--- src/hdl/port_power_consts.vh ---
`ifndef PORT_POWER_CONSTS_VH
`define PORT_POWER_CONSTS_VH

// core clock period in ns, 25 mhz
`define CLK_PERIOD_NS        40
// longest discharge pulse, in microseconds
`define DISCHARGE_MAX_US     50
`define DISCHARGE_CYCLES     ((`DISCHARGE_MAX_US * 1000) / `CLK_PERIOD_NS)
// vconn settle time before cc is judged, in microseconds
`define VCONN_SETTLE_US      10
`define VCONN_SETTLE_CYCLES  ((`VCONN_SETTLE_US * 1000) / `CLK_PERIOD_NS)
// overcurrent deglitch, in cycles
`define OC_FILTER_CYCLES     8
`define CNT_W                16
// reset levels; the pin stays driven low so an unconfigured port is never powered
`define PIN_OE_RESET         1'b1
`define PIN_LEVEL_RESET      1'b0
`define ALERT_IDLE_LEVEL     1'b1
`define FLAG_RESET           1'b0
`define CNT_RESET            16'h0000
`define OC_CNT_RESET         4'h0

`endif

--- src/hdl/vconn_monitor.v ---
`include "port_power_consts.vh"

module vconn_monitor
(
    input  wire       clk,
    input  wire       resetn,
    input  wire       ce,
    input  wire       enable,
    input  wire       cc_above_3v0,
    output reg        fault
);

    reg [`CNT_W-1:0] settle_r;

    // fault only judged after vconn has had time to rise
    always @(posedge clk)
    begin
        if (!resetn)
        begin
            settle_r <= `CNT_RESET;
            fault    <= `FLAG_RESET;
        end
        else if (ce)
        begin
            if (!enable)
                settle_r <= 16'h0000;
            else if (settle_r != `VCONN_SETTLE_CYCLES)
                settle_r <= settle_r + 16'h0001;
            fault <= enable && (settle_r == `VCONN_SETTLE_CYCLES) && !cc_above_3v0;
        end
    end

endmodule

--- src/hdl/oc_filter.v ---
`include "port_power_consts.vh"

module oc_filter
(
    input  wire       clk,
    input  wire       resetn,
    input  wire       ce,
    input  wire       watch,
    input  wire       pin_n,
    output reg        oc
);

    reg [3:0] cnt_r;

    // low must hold for the filter length; short dips from plug-in are ignored
    always @(posedge clk)
    begin
        if (!resetn)
        begin
            cnt_r <= `OC_CNT_RESET;
            oc    <= `FLAG_RESET;
        end
        else if (ce)
        begin
            if (!watch || pin_n)
                cnt_r <= 4'h0;
            else if (cnt_r != `OC_FILTER_CYCLES)
                cnt_r <= cnt_r + 4'h1;
            oc <= watch && !pin_n && (cnt_r == `OC_FILTER_CYCLES);
        end
    end

endmodule

--- src/hdl/port_power_ctl.v ---
`include "port_power_consts.vh"

module port_power_ctl
(
    input  wire       clk,
    input  wire       resetn,
    input  wire       ce,
    input  wire       companion_alert_in,
    output reg        companion_alert_event,
    input  wire       port1_vconn_req_a,
    input  wire       port1_vconn_req_b,
    output reg        port1_vconn_en_a,
    output reg        port1_vconn_en_b,
    input  wire       cc1_above_3v0,
    input  wire       cc2_above_3v0,
    input  wire       port1_vbus_off_req,
    input  wire       port1_vbus_safe0v,
    output reg        port1_vbus_discharge_en,
    input  wire       port6_cfg_enable,
    input  wire       port6_host_enable,
    input  wire       port6_power_ocs_in,
    output reg        port6_power_ocs_out,
    output reg        port6_power_ocs_oe,
    output reg        port6_pullup_en,
    output reg        port6_u2_power_on,
    output reg        port6_u3_power_on,
    output reg        port1_vconn_fault_sts,
    output reg        port6_oc_sts,
    input  wire       status_clear
);

    // discharge sequencer states
    localparam DIS_IDLE = 2'b00;
    localparam DIS_RUN  = 2'b01;
    localparam DIS_DONE = 2'b10;

    // discharge sequencer
    reg  [1:0]        dis_state_r;
    reg  [1:0]        dis_state_nxt;
    reg  [`CNT_W-1:0] dis_cnt_r;
    reg  [`CNT_W-1:0] dis_cnt_nxt;
    wire              dis_timeout;
    // edge and status helpers
    reg               alert_prev_r;
    wire              alert_fall;
    wire              port6_on;
    // monitor outputs
    wire              fault_a;
    wire              fault_b;
    wire              oc_det;

    // sticky update; the set term stands alone so an event beats a clear on the same edge
    function sticky_next;
        input ev;
        input held;
        input clr;
        begin
            sticky_next = ev || (held && !clr);
        end
    endfunction

    // run-state decode shared by the window counter and the discharge pin
    function in_run;
        input [1:0] state;
        begin
            in_run = (state == DIS_RUN);
        end
    endfunction

    // port is on only while both configuration and host allow it
    assign port6_on = port6_cfg_enable && port6_host_enable;

    // falling edge of the active-low companion request
    assign alert_fall = alert_prev_r && !companion_alert_in;

    // last cycle of the window; a rail that never reaches 0 v is let go here
    assign dis_timeout = (dis_cnt_r == (`DISCHARGE_CYCLES - 1));

    vconn_monitor u_mon_a
    (
        .clk          (clk),
        .resetn       (resetn),
        .ce           (ce),
        .enable       (port1_vconn_en_a),
        .cc_above_3v0 (cc1_above_3v0),
        .fault        (fault_a)
    );

    vconn_monitor u_mon_b
    (
        .clk          (clk),
        .resetn       (resetn),
        .ce           (ce),
        .enable       (port1_vconn_en_b),
        .cc_above_3v0 (cc2_above_3v0),
        .fault        (fault_b)
    );

    oc_filter u_oc
    (
        .clk    (clk),
        .resetn (resetn),
        .ce     (ce),
        .watch  (port6_on && port6_power_ocs_oe == 1'b0),
        .pin_n  (port6_power_ocs_in),
        .oc     (oc_det)
    );

    // discharge sequence: starts on a vbus-off request, ends at 0 v or timeout
    always @*
    begin
        dis_state_nxt = dis_state_r;
        case (dis_state_r)
            DIS_IDLE:
                if (port1_vbus_off_req && !port1_vbus_safe0v)
                    dis_state_nxt = DIS_RUN;
            DIS_RUN:
                if (port1_vbus_safe0v || dis_timeout)
                    dis_state_nxt = DIS_DONE;
            DIS_DONE:
                if (!port1_vbus_off_req)
                    dis_state_nxt = DIS_IDLE; // rearm only after request drops
            default:
                dis_state_nxt = DIS_IDLE;
        endcase
    end

    // window counter, cleared whenever the sequencer leaves the run state
    always @*
    begin
        if (in_run(dis_state_nxt))
            dis_cnt_nxt = dis_cnt_r + 16'h0001;
        else
            dis_cnt_nxt = `CNT_RESET;
    end

    // sequencer state register
    always @(posedge clk)
    begin
        if (!resetn)
        begin
            dis_state_r <= DIS_IDLE;
        end
        else if (ce)
        begin
            dis_state_r <= dis_state_nxt;
        end
    end

    // discharge window counter
    always @(posedge clk)
    begin
        if (!resetn)
        begin
            dis_cnt_r <= `CNT_RESET;
        end
        else if (ce)
        begin
            dis_cnt_r <= dis_cnt_nxt;
        end
    end

    // pin taken from the next state so it is registered yet not a cycle late
    always @(posedge clk)
    begin
        if (!resetn)
        begin
            port1_vbus_discharge_en <= `FLAG_RESET;
        end
        else if (ce)
        begin
            port1_vbus_discharge_en <= in_run(dis_state_nxt);
        end
    end

    // vconn a follows its request one cycle late; off through reset
    always @(posedge clk)
    begin
        if (!resetn)
        begin
            port1_vconn_en_a <= `FLAG_RESET;
        end
        else if (ce)
        begin
            port1_vconn_en_a <= port1_vconn_req_a;
        end
    end

    // vconn b follows its request one cycle late; off through reset
    always @(posedge clk)
    begin
        if (!resetn)
        begin
            port1_vconn_en_b <= `FLAG_RESET;
        end
        else if (ce)
        begin
            port1_vconn_en_b <= port1_vconn_req_b;
        end
    end

    // pin driven while the port is off; driven through reset so the port stays unpowered
    always @(posedge clk)
    begin
        if (!resetn)
        begin
            port6_power_ocs_oe <= `PIN_OE_RESET;
        end
        else if (ce)
        begin
            port6_power_ocs_oe <= !port6_on;
        end
    end

    // driven level is always low; only the enable moves
    always @(posedge clk)
    begin
        if (!resetn)
        begin
            port6_power_ocs_out <= `PIN_LEVEL_RESET;
        end
        else if (ce)
        begin
            port6_power_ocs_out <= 1'b0;
        end
    end

    // pull-up applied only while the pin is released
    always @(posedge clk)
    begin
        if (!resetn)
        begin
            port6_pullup_en <= `FLAG_RESET;
        end
        else if (ce)
        begin
            port6_pullup_en <= port6_on;
        end
    end

    // both halves of the port share one power decision
    always @(posedge clk)
    begin
        if (!resetn)
        begin
            port6_u2_power_on <= `FLAG_RESET;
            port6_u3_power_on <= `FLAG_RESET;
        end
        else if (ce)
        begin
            port6_u2_power_on <= port6_on;
            port6_u3_power_on <= port6_on;
        end
    end

    // prev resets to the idle level so leaving reset is not seen as an edge
    always @(posedge clk)
    begin
        if (!resetn)
        begin
            alert_prev_r <= `ALERT_IDLE_LEVEL;
        end
        else if (ce)
        begin
            alert_prev_r <= companion_alert_in;
        end
    end

    // companion request latched on its falling edge
    always @(posedge clk)
    begin
        if (!resetn)
        begin
            companion_alert_event <= `FLAG_RESET;
        end
        else if (ce)
        begin
            companion_alert_event <= sticky_next(alert_fall, companion_alert_event, status_clear);
        end
    end

    // vconn fault kept after the fault itself goes away
    always @(posedge clk)
    begin
        if (!resetn)
        begin
            port1_vconn_fault_sts <= `FLAG_RESET;
        end
        else if (ce)
        begin
            port1_vconn_fault_sts <= sticky_next(fault_a || fault_b, port1_vconn_fault_sts, status_clear);
        end
    end

    // overcurrent kept after the monitor lets go of the pin
    always @(posedge clk)
    begin
        if (!resetn)
        begin
            port6_oc_sts <= `FLAG_RESET;
        end
        else if (ce)
        begin
            port6_oc_sts <= sticky_next(oc_det, port6_oc_sts, status_clear);
        end
    end

endmodule

--- config.mk ---
export PLATFORM = sky130hd
export DESIGN_NAME = port_power_ctl
export DESIGN_NICKNAME = d
export VERILOG_FILES = /design/src/hdl/vconn_monitor.v /design/src/hdl/oc_filter.v /design/src/hdl/port_power_ctl.v
export VERILOG_INCLUDE_DIRS = /design/src /design/src/hdl
export SDC_FILE = /design/constraint.sdc
export NUM_CORES = 1
export LEC_CHECK = 0
export BUFFER_PORTS_ARGS = -buffer_cell sky130_fd_sc_hd__buf_2
export CAP_MARGIN = 20
export CORE_ASPECT_RATIO = 0.75
export CORE_MARGIN = 2
export CORE_UTILIZATION = 30
export CTS_CLUSTER_DIAMETER = 40
export DETAILED_ROUTE_END_ITERATION = 8
export PLACE_DENSITY = 0.54
export SYNTH_ARGS = -nofsm -noshare
export SYNTH_HDL_FRONTEND = slang
export SYNTH_SLANG_ARGS = --single-unit
--- constraint.sdc ---
create_clock -name clk -period 2.01 [get_ports clk]
set_input_delay 0.5025 -clock clk [delete_from_list [all_inputs] [get_ports clk]]
set_output_delay 0.5025 -clock clk [all_outputs]
set_load 0.01 [all_outputs]
==> results of run 1 <==
==> registers in the layout (all words and copies together) (netlist names), 2 cells and up <==
| name | cells |
|---|---|
| dis_state_r | 2 |
| u_oc.cnt_r | 4 |
| u_mon_b.settle_r | 16 |
| dis_cnt_r | 16 |
| u_mon_a.settle_r | 16 |
==> synthesized netlist by cell type, types with 2 or more instances <==
| master | n | area [µm²] |
|---|---|---|
| sky130_fd_sc_hd__a211oi_1 | 2 | 15.01 |
| sky130_fd_sc_hd__a21boi_0 | 7 | 52.55 |
| sky130_fd_sc_hd__a21o_1 | 4 | 30.03 |
| sky130_fd_sc_hd__a21oi_1 | 10 | 50.05 |
| sky130_fd_sc_hd__a22o_1 | 2 | 17.52 |
| sky130_fd_sc_hd__and2_1 | 3 | 18.77 |
| sky130_fd_sc_hd__and3_1 | 4 | 25.02 |
| sky130_fd_sc_hd__and4_1 | 5 | 43.79 |
| sky130_fd_sc_hd__buf_4 | 4 | 30.03 |
| sky130_fd_sc_hd__clkbuf_1 | 10 | 37.54 |
| sky130_fd_sc_hd__dfxtp_1 | 66 | 1321 |
| sky130_fd_sc_hd__ha_1 | 8 | 100.1 |
| sky130_fd_sc_hd__inv_1 | 18 | 67.56 |
| sky130_fd_sc_hd__mux2i_1 | 5 | 50.05 |
| sky130_fd_sc_hd__nand2_1 | 43 | 161.4 |
| sky130_fd_sc_hd__nand3_1 | 24 | 120.1 |
| sky130_fd_sc_hd__nand4_1 | 12 | 75.07 |
| sky130_fd_sc_hd__nand4b_1 | 2 | 17.52 |
| sky130_fd_sc_hd__nor2_1 | 42 | 157.7 |
| sky130_fd_sc_hd__nor2b_1 | 7 | 43.79 |
| sky130_fd_sc_hd__nor3_1 | 14 | 70.07 |
| sky130_fd_sc_hd__nor3b_1 | 3 | 22.52 |
| sky130_fd_sc_hd__nor4_1 | 3 | 18.77 |
| sky130_fd_sc_hd__nor4b_1 | 3 | 26.28 |
| sky130_fd_sc_hd__o21a_1 | 2 | 15.01 |
| sky130_fd_sc_hd__o21ai_0 | 22 | 110.1 |
| sky130_fd_sc_hd__o21ai_1 | 3 | 15.01 |
| sky130_fd_sc_hd__o22ai_1 | 4 | 25.02 |
| sky130_fd_sc_hd__or3_1 | 9 | 56.30 |
| sky130_fd_sc_hd__xnor2_1 | 10 | 87.58 |
| sky130_fd_sc_hd__xor2_1 | 16 | 140.1 |
==> per-layer routing <==
metal,global-route usage,routed length (µm),part of all wire,vias up
li1,-,-,-,1436
met1,0.1857,3766,0.53,1223
met2,0.1836,2767,0.39,62
met3,0.04024,367,0.052,12
met4,0.06345,145,0.021,0
met5,0,0,0,-
==> worst min-delay path, cell delays in order <==
cell and delay, ns:
sky130_fd_sc_hd__buf_2 0.09, sky130_fd_sc_hd__mux2i_1 0.06, sky130_fd_sc_hd__nand2_1 0.06
==> cells by family after synthesis <==
family / count (synthesis) / share of synthesized area
AND/OR/NAND/NOR: 183 / 0.2934
flip-flops: 66 / 0.4131
adder cells (fa/ha/maj): 8 / 0.03130
multiplexers: 6 / 0.01917
AO/OA/AOI/OAI: 63 / 0.1221
buffers and inverters: 35 / 0.04851
XOR/XNOR: 26 / 0.07120
other: 1 / 0.001173
==> power by group <==
part	leakage (µW)	internal [µW]	total [µW]	switching [µW]
clock network	0.000176	1270	1840	568
registers	0.000534	1320	1330	9.52
logic	0.000745	68.9	170	101
==> final timing paths <==
| path | start | endpoint | slack (ns) | cells past startpoint |
|---|---|---|---|---|
| max reg2reg | u_mon_b.settle_r[10]$_SDFFE_PN0P_ | u_mon_b.settle_r[3]$_SDFFE_PN0P_ | 0.12 | 5 |
| min | companion_alert_in | alert_prev_r$_SDFFE_PN1P_ | 0.41 | 3 |
| max | u_mon_b.settle_r[10]$_SDFFE_PN0P_ | u_mon_b.settle_r[3]$_SDFFE_PN0P_ | 0.12 | 5 |
| min reg2reg | port1_vconn_fault_sts$_SDFFE_PN0P_ | port1_vconn_fault_sts$_SDFFE_PN0P_ | 0.47 | 2 |
==> placed cells by master, fill, tap and decap left out, drive strengths merged, types with 3 or more instances in the layout <==
| cell type | Yosys | final |
|---|---|---|
| a21boi | 7 | 7 |
| and3 | 4 | 4 |
| and2 | 3 | 3 |
| a21o | 4 | 4 |
| or3 | 9 | 9 |
| o22ai | 4 | 4 |
| nor2b | 7 | 7 |
| nor2 | 42 | 42 |
| ha | 8 | 8 |
| o21ai | 25 | 25 |
| nand2 | 43 | 43 |
| nor3b | 3 | 3 |
| xor2 | 16 | 16 |
| nor4 | 3 | 3 |
| bufinv | 0 | 3 |
| clkbuf | 10 | 11 |
| inv | 18 | 18 |
| and4 | 5 | 5 |
| nand4 | 13 | 13 |
| a21oi | 10 | 10 |
| nor4b | 3 | 3 |
| buf | 7 | 47 |
| xnor2 | 10 | 10 |
| dfxtp | 66 | 66 |
| nand3 | 24 | 24 |
| mux2i | 5 | 5 |
| nor3 | 14 | 14 |
==> cell type report <==
cell class	instances	share of cell area
repair buffers	47	0.07504
clock buffers	11	0.06423
well taps	136	0.04324
clock inverters	5	0.02544
multi-input cells	287	0.4391
inverters	18	0.01717
flip-flops and latches	66	0.3358
==> metrics by stage <==
step | hold slack, ns | util | total power, µW
floorplan | 0.4420 | - | 1470
global placement | 0.4563 | 0.3462 | 1533
detailed placement | 0.4634 | 0.3462 | 1534
CTS | 0.4005 | 0.3803 | 3401
global route | 0.4213 | 0.3809 | 3479
finish | 0.4131 | 0.3809 | 3346
==> timing repair <==
| item | in CTS | in global routing |
|---|---|---|
| setup buffers | 0 | 0 |
| resized for setup | 0 | 1 |
| setup endpoints to repair | 0 | 3 |
==> results.md, run 1 <==
* Signal arrival time at the worst endpoint at roughly 2.1 ns
* Max rail drop VDD at 0.4414 mV
* Overall Global Routing Usage at 0.1328
* Period utilisation layout at 0.9417
* CTS buffer count at 9
* Total Nets Final at 451
* Most frequently used flop master after synthesis: sky130_fd_sc_hd__dfxtp_1
* Wire length of the first global-routing pass at approximately 12 mm
* DRC errors left at 0
* Total of warnings raised by yosys at 0
* Post-layout minimum cycle time at ~1.9 ns
* Kind of end point of the critical path: flip-flop
* Result of the run: completed
* Net count after synthesis at 410
* Total count of max-transition violations in the final report at 0
* Area of placed instances at roughly 0.0036 mm²
* Die height at about 93 µm
* Longest individual stage delay on the worst path at roughly 0.56 ns
* Hold-fix buffer count after cts at 0
* Count of endpoints failing hold in the final timing report at 0
* Critical-path cell with the highest stage delay: sky130_fd_sc_hd__o41a_1
* DRC violation total after the first TritonRoute iteration at between 150 and 200
* Layout Skew at about 0.0037 ns
* Finished Layout Cells at 570
* H-tree depth at 3
* Maximum clock frequency at ~0.53 GHz
* Setup repair after global routing missed its margin: false
* Clk root buf: sky130_fd_sc_hd__clkbuf_16
* Fraction of layout cells with a size suffix above 1 at 0.1544
* Placement Rows at 32
* Number of global-route vias before repair at roughly 2500
* Reported leakage power at 0.001454 µW
* Max-cap viol count at 0
* Top-level port count at 25
* Number of clock sinks at 66
* Maximum number of pins on one net before global-route repair at 26
* DPL Wire Length at ~5 mm
* Sum of negative setup slack at 0 ns
* TritonCTS clock tree: yes
* Count of antenna diodes in the layout at 0
* Global route overflow at 0
* Power per cell area at 850.3 mW/mm²
* Per-cell via count in the routed design at 4.795
* Worst slack at placement at approximately 0.11 ns
* Remaining antenna violation count after routing at 0
* Average wire length per cell after detail routing at approximately 12 µm
* Later-pin clock latency in the skew report at 0.33 ns
* Sum of buffers and inverters on the critical path at 0
* Total vias in the final route at ~2700
* Share of the yosys chip area belonging to registers at 0.4131
* Number of synthesized register bits at 66
* Placeable core region at around 0.010 mm²
* Final design instance area without fill at ~0.0039 mm²
* Number of buffer cells added on primary ports at 23
* Count of different cell masters after synthesis at 52
* Worst relative slew slack at 0.5151
* Sequence of cells on the critical path: or4_1 > o41a_1 > nand4_2 > xor2_1 > nor2_1
* Multi-input gate area at ~0.0017 mm²
* Number of antenna violations at the first check in global routing at 0
* Transition time at the pin with the least slew margin at ~0.72 ns
* Crit path kind: reg2reg
* CTS Buffer Depth at 2
* Worst-path maximum fanout at 8
* Worst-path clk slew at approximately 0.05 ns
* Top delay family on crit path: simple AND/OR/NAND/NOR gates
* Number of placed cells counting well taps at 554
* EDFF count, synth at 0
* Slack of the critical path at around 0.12 ns
* Synth-to-layout area growth at 23.04%
* Width of the chip at between 100 and 150 µm
* Number of fillers in the final layout at 1059
* Fraction of registers with async set/reset at 0
* Starting utilization of the core area at 0.3096
* Routed wire length at 7.046 mm
* Global placement routability congestion at roughly 0.76
* Kind of start point of the critical path: flip-flop
* Number of setup violations in the final report at 0
* Reg area at about 0.0013 mm²
* Die area at between 0.01 and 0.015 mm²
* Total iterations of the first detailed-routing run at 4
* Post-synthesis average cell area at roughly 8 µm²
* Class of the worst hold path: in2reg
* Worst path required time at approximately 2.2 ns
* Synth Instances at about 390
* Mapped Area at 0.003198 mm²
Note: power is estimated with default switching activity, not from simulation.
==> inputs of run 2 (changes only) <==
CORE_ASPECT_RATIO = 1.2   (was 0.75)
PLACE_DENSITY = 0.53   (was 0.54)
clock period = 2.2 ns   (was 2.01 ns; I/O delays follow)
==> run 2 against run 1 <==
  * Global-route usage fell by 0.20 points
  * Sequential cell count unchanged
  * Combinational power shrank 13%
  * Utilization down 1.9 points
  * Register-to-register slack better by 0.11 ns
  * Clock skew rose by 0.0014 ns
==> results.md, run 2 (synthesized netlist as in run 1, its figures left out) <==
* Result of the run: completed
* Fraction of layout cells with a size suffix above 1 at 0.1229
* Area of placed instances at between 0.003 and 0.004 mm²
* Hold-fix buffer count after cts at 0
* Wire length of the first global-routing pass at 12.04 mm
* Global route overflow at 0
* Top-level port count at 25
* Number of clock sinks at between 60 and 70
* Worst path required time at 2.43 ns
* H-tree depth at 3
* Commonest cells after routing, fill and taps aside: 66 x sky130_fd_sc_hd__dfxtp_1, 43 x sky130_fd_sc_hd__nand2_1, 42 x sky130_fd_sc_hd__nor2_1, 24 x sky130_fd_sc_hd__nand3_1, 23 x sky130_fd_sc_hd__buf_2
* Crit path kind: reg2reg
* Die area at roughly 0.012 mm²
* Number of setup violations in the final report at 0
* Signal arrival time at the worst endpoint at around 2.2 ns
* CTS buffer count at 9
* Layout Skew at roughly 0.0052 ns
* Power per cell area at 741.9 mW/mm²
* Die height at around 120 µm
* Transition time at the pin with the least slew margin at about 0.71 ns
* Sequential fraction of design power at 0.436
* Count of antenna diodes in the layout at 0
* Placement Rows at 41
* TritonCTS clock tree: yes
* Worst-path clk slew at 0.05 ns
* Number of antenna violations at the first check in global routing at 0
* Largest registers: dis_cnt_r (16), u_mon_a.settle_r (16), u_mon_b.settle_r (16)
* Per-cell via count in the routed design at between 4 and 5
* Count of cells along the worst register-to-register path at 7
* Global placement routability congestion at a little under 0.8
* Net switching share of the total power at 0.2139
* Kind of end point of the critical path: flip-flop
* Width of the chip at a little under 100 µm
* DRC violation total after the first TritonRoute iteration at approximately 80
* Maximum clock frequency at around 0.5 GHz
* Worst hold path cell count at 3
* Maximum number of pins on one net before global-route repair at 28
* Synth-to-layout area growth at 18.31%
* Overall Global Routing Usage at 0.1308
* Setup repair after global routing missed its margin: false
* Number of buffer cells added on primary ports at 23
* Sum of negative setup slack at 0 ns
* Worst relative slew slack at 0.5259
* Setup slack on the worst flop-to-flop path at around 0.23 ns
* Max-cap viol count at 0
* Count of endpoints failing hold in the final timing report at 0
* Period utilisation layout at 0.8969
* Combinational cell fraction of total power at 0.053
* Class of the worst hold path: in2reg
* Starting utilization of the core area at 0.3056
* Placeable core region at 0.01047 mm²
* Later-pin clock latency in the skew report at roughly 0.33 ns
* Clock power frac at 0.512
* Clk root buf: sky130_fd_sc_hd__clkbuf_16
* Max rail drop VDD at approximately 0.35 mV
* Number of global-route vias before repair at 2657
* DRC errors left at 0
* Total iterations of the first detailed-routing run at 4
* Net switching component of the power at 600.3 µW
* CTS Buffer Depth at 2
* Total count of max-transition violations in the final report at 0
* Worst-path maximum fanout at 8
* Total Nets Final at 440
* Kind of start point of the critical path: flip-flop
* Reported leakage power at about 0.0014 µW
* # Post-CTS Setup Buffers at 0
* Average wire length per cell after detail routing at between 10 and 15 µm
* DPL Wire Length at approximately 5 mm
* Power Total at about 2800 µW
* Remaining antenna violation count after routing at 0
* Most common library cell in the layout ignoring fill and taps: sky130_fd_sc_hd__dfxtp_1
* Total vias in the final route at about 2800
* Post_cts resized at 0
* Routed wire length at 6.968 mm
* Cell internal power dissipation at around 2200 µW
* Final design instance area without fill at 0.003784 mm²
* Post-layout minimum cycle time at slightly below 2 ns
-- run 2: changes by cell type in the layout (fill, tap and decap cells not counted) --
| cell | before | now |
|---|---|---|
| sky130_fd_sc_hd__buf_4 | 24 | 13 |
| sky130_fd_sc_hd__bufinv_16 | 3 | 1 |
| sky130_fd_sc_hd__clkbuf_1 | 0 | 3 |
| sky130_fd_sc_hd__clkinv_2 | 2 | 1 |
| sky130_fd_sc_hd__nor4b_1 | 2 | 3 |
| sky130_fd_sc_hd__nor4b_2 | 1 | 0 |
-- run 2: layer usage --
metal  share of wire  vias up  track usage
li1                -     1415            -
met4           0.022        0      0.07123
met5               0        -            0
met1            0.46     1290       0.1538
met3           0.027        9      0.02672
met2            0.49       43       0.2260
-- run 2: critical path, stage by stage, from the launching register on --
cell	delay, ns
sky130_fd_sc_hd__dfxtp_1	0.37
sky130_fd_sc_hd__inv_1	0.09
sky130_fd_sc_hd__ha_1	0.13
sky130_fd_sc_hd__or4bb_1	0.39
sky130_fd_sc_hd__o41a_1	0.55
sky130_fd_sc_hd__nand4_2	0.15
sky130_fd_sc_hd__xor2_1	0.14
sky130_fd_sc_hd__nor2_1	0.05
-- run 2: power groups by stage --
stage / registers, µW / logic (µW) / clock network [µW]
floorplan: 1250 / 93.6 / 0
global placement: 1250 / 147 / 0
detailed placement: 1250 / 149 / 0
CTS: 1220 / 150 / 1470
global route: 1220 / 168 / 1510
finish: 1220 / 148 / 1440
-- run 2: path summary, 6_finish.rpt --
path,from,end
setup / recovery,u_mon_b.settle_r[0]$_SDFFE_PN0P_,u_mon_b.settle_r[3]$_SDFFE_PN0P_
hold / removal,companion_alert_in,alert_prev_r$_SDFFE_PN1P_
setup reg to reg,u_mon_b.settle_r[0]$_SDFFE_PN0P_,u_mon_b.settle_r[3]$_SDFFE_PN0P_
hold reg to reg,port1_vconn_fault_sts$_SDFFE_PN0P_,port1_vconn_fault_sts$_SDFFE_PN0P_
-- run 2: through the flow --
step / setup slack (ns) / hold slack (ns) / instances / util
after floorplan: 0.3330 / 0.4420 / 388 / -
final: 0.2268 / 0.4589 / 552 / 0.3615
after global placement: 0.1791 / 0.4560 / 536 / 0.3330
after global routing: 0.07190 / 0.4633 / 552 / 0.3615
after CTS: 0.2073 / 0.4479 / 552 / 0.3615
after detailed placement: 0.1590 / 0.4575 / 536 / 0.3330
-- run 2: final cells by class --
type	instances	area, µm²
clock buffer	14	264.0
inverter	18	67.56
tap	129	161.4
sequential	66	1321
multi-input combinational	287	1722
fill	1115	6681
clock inverter	2	35.03
timing repair buffer	36	212.7
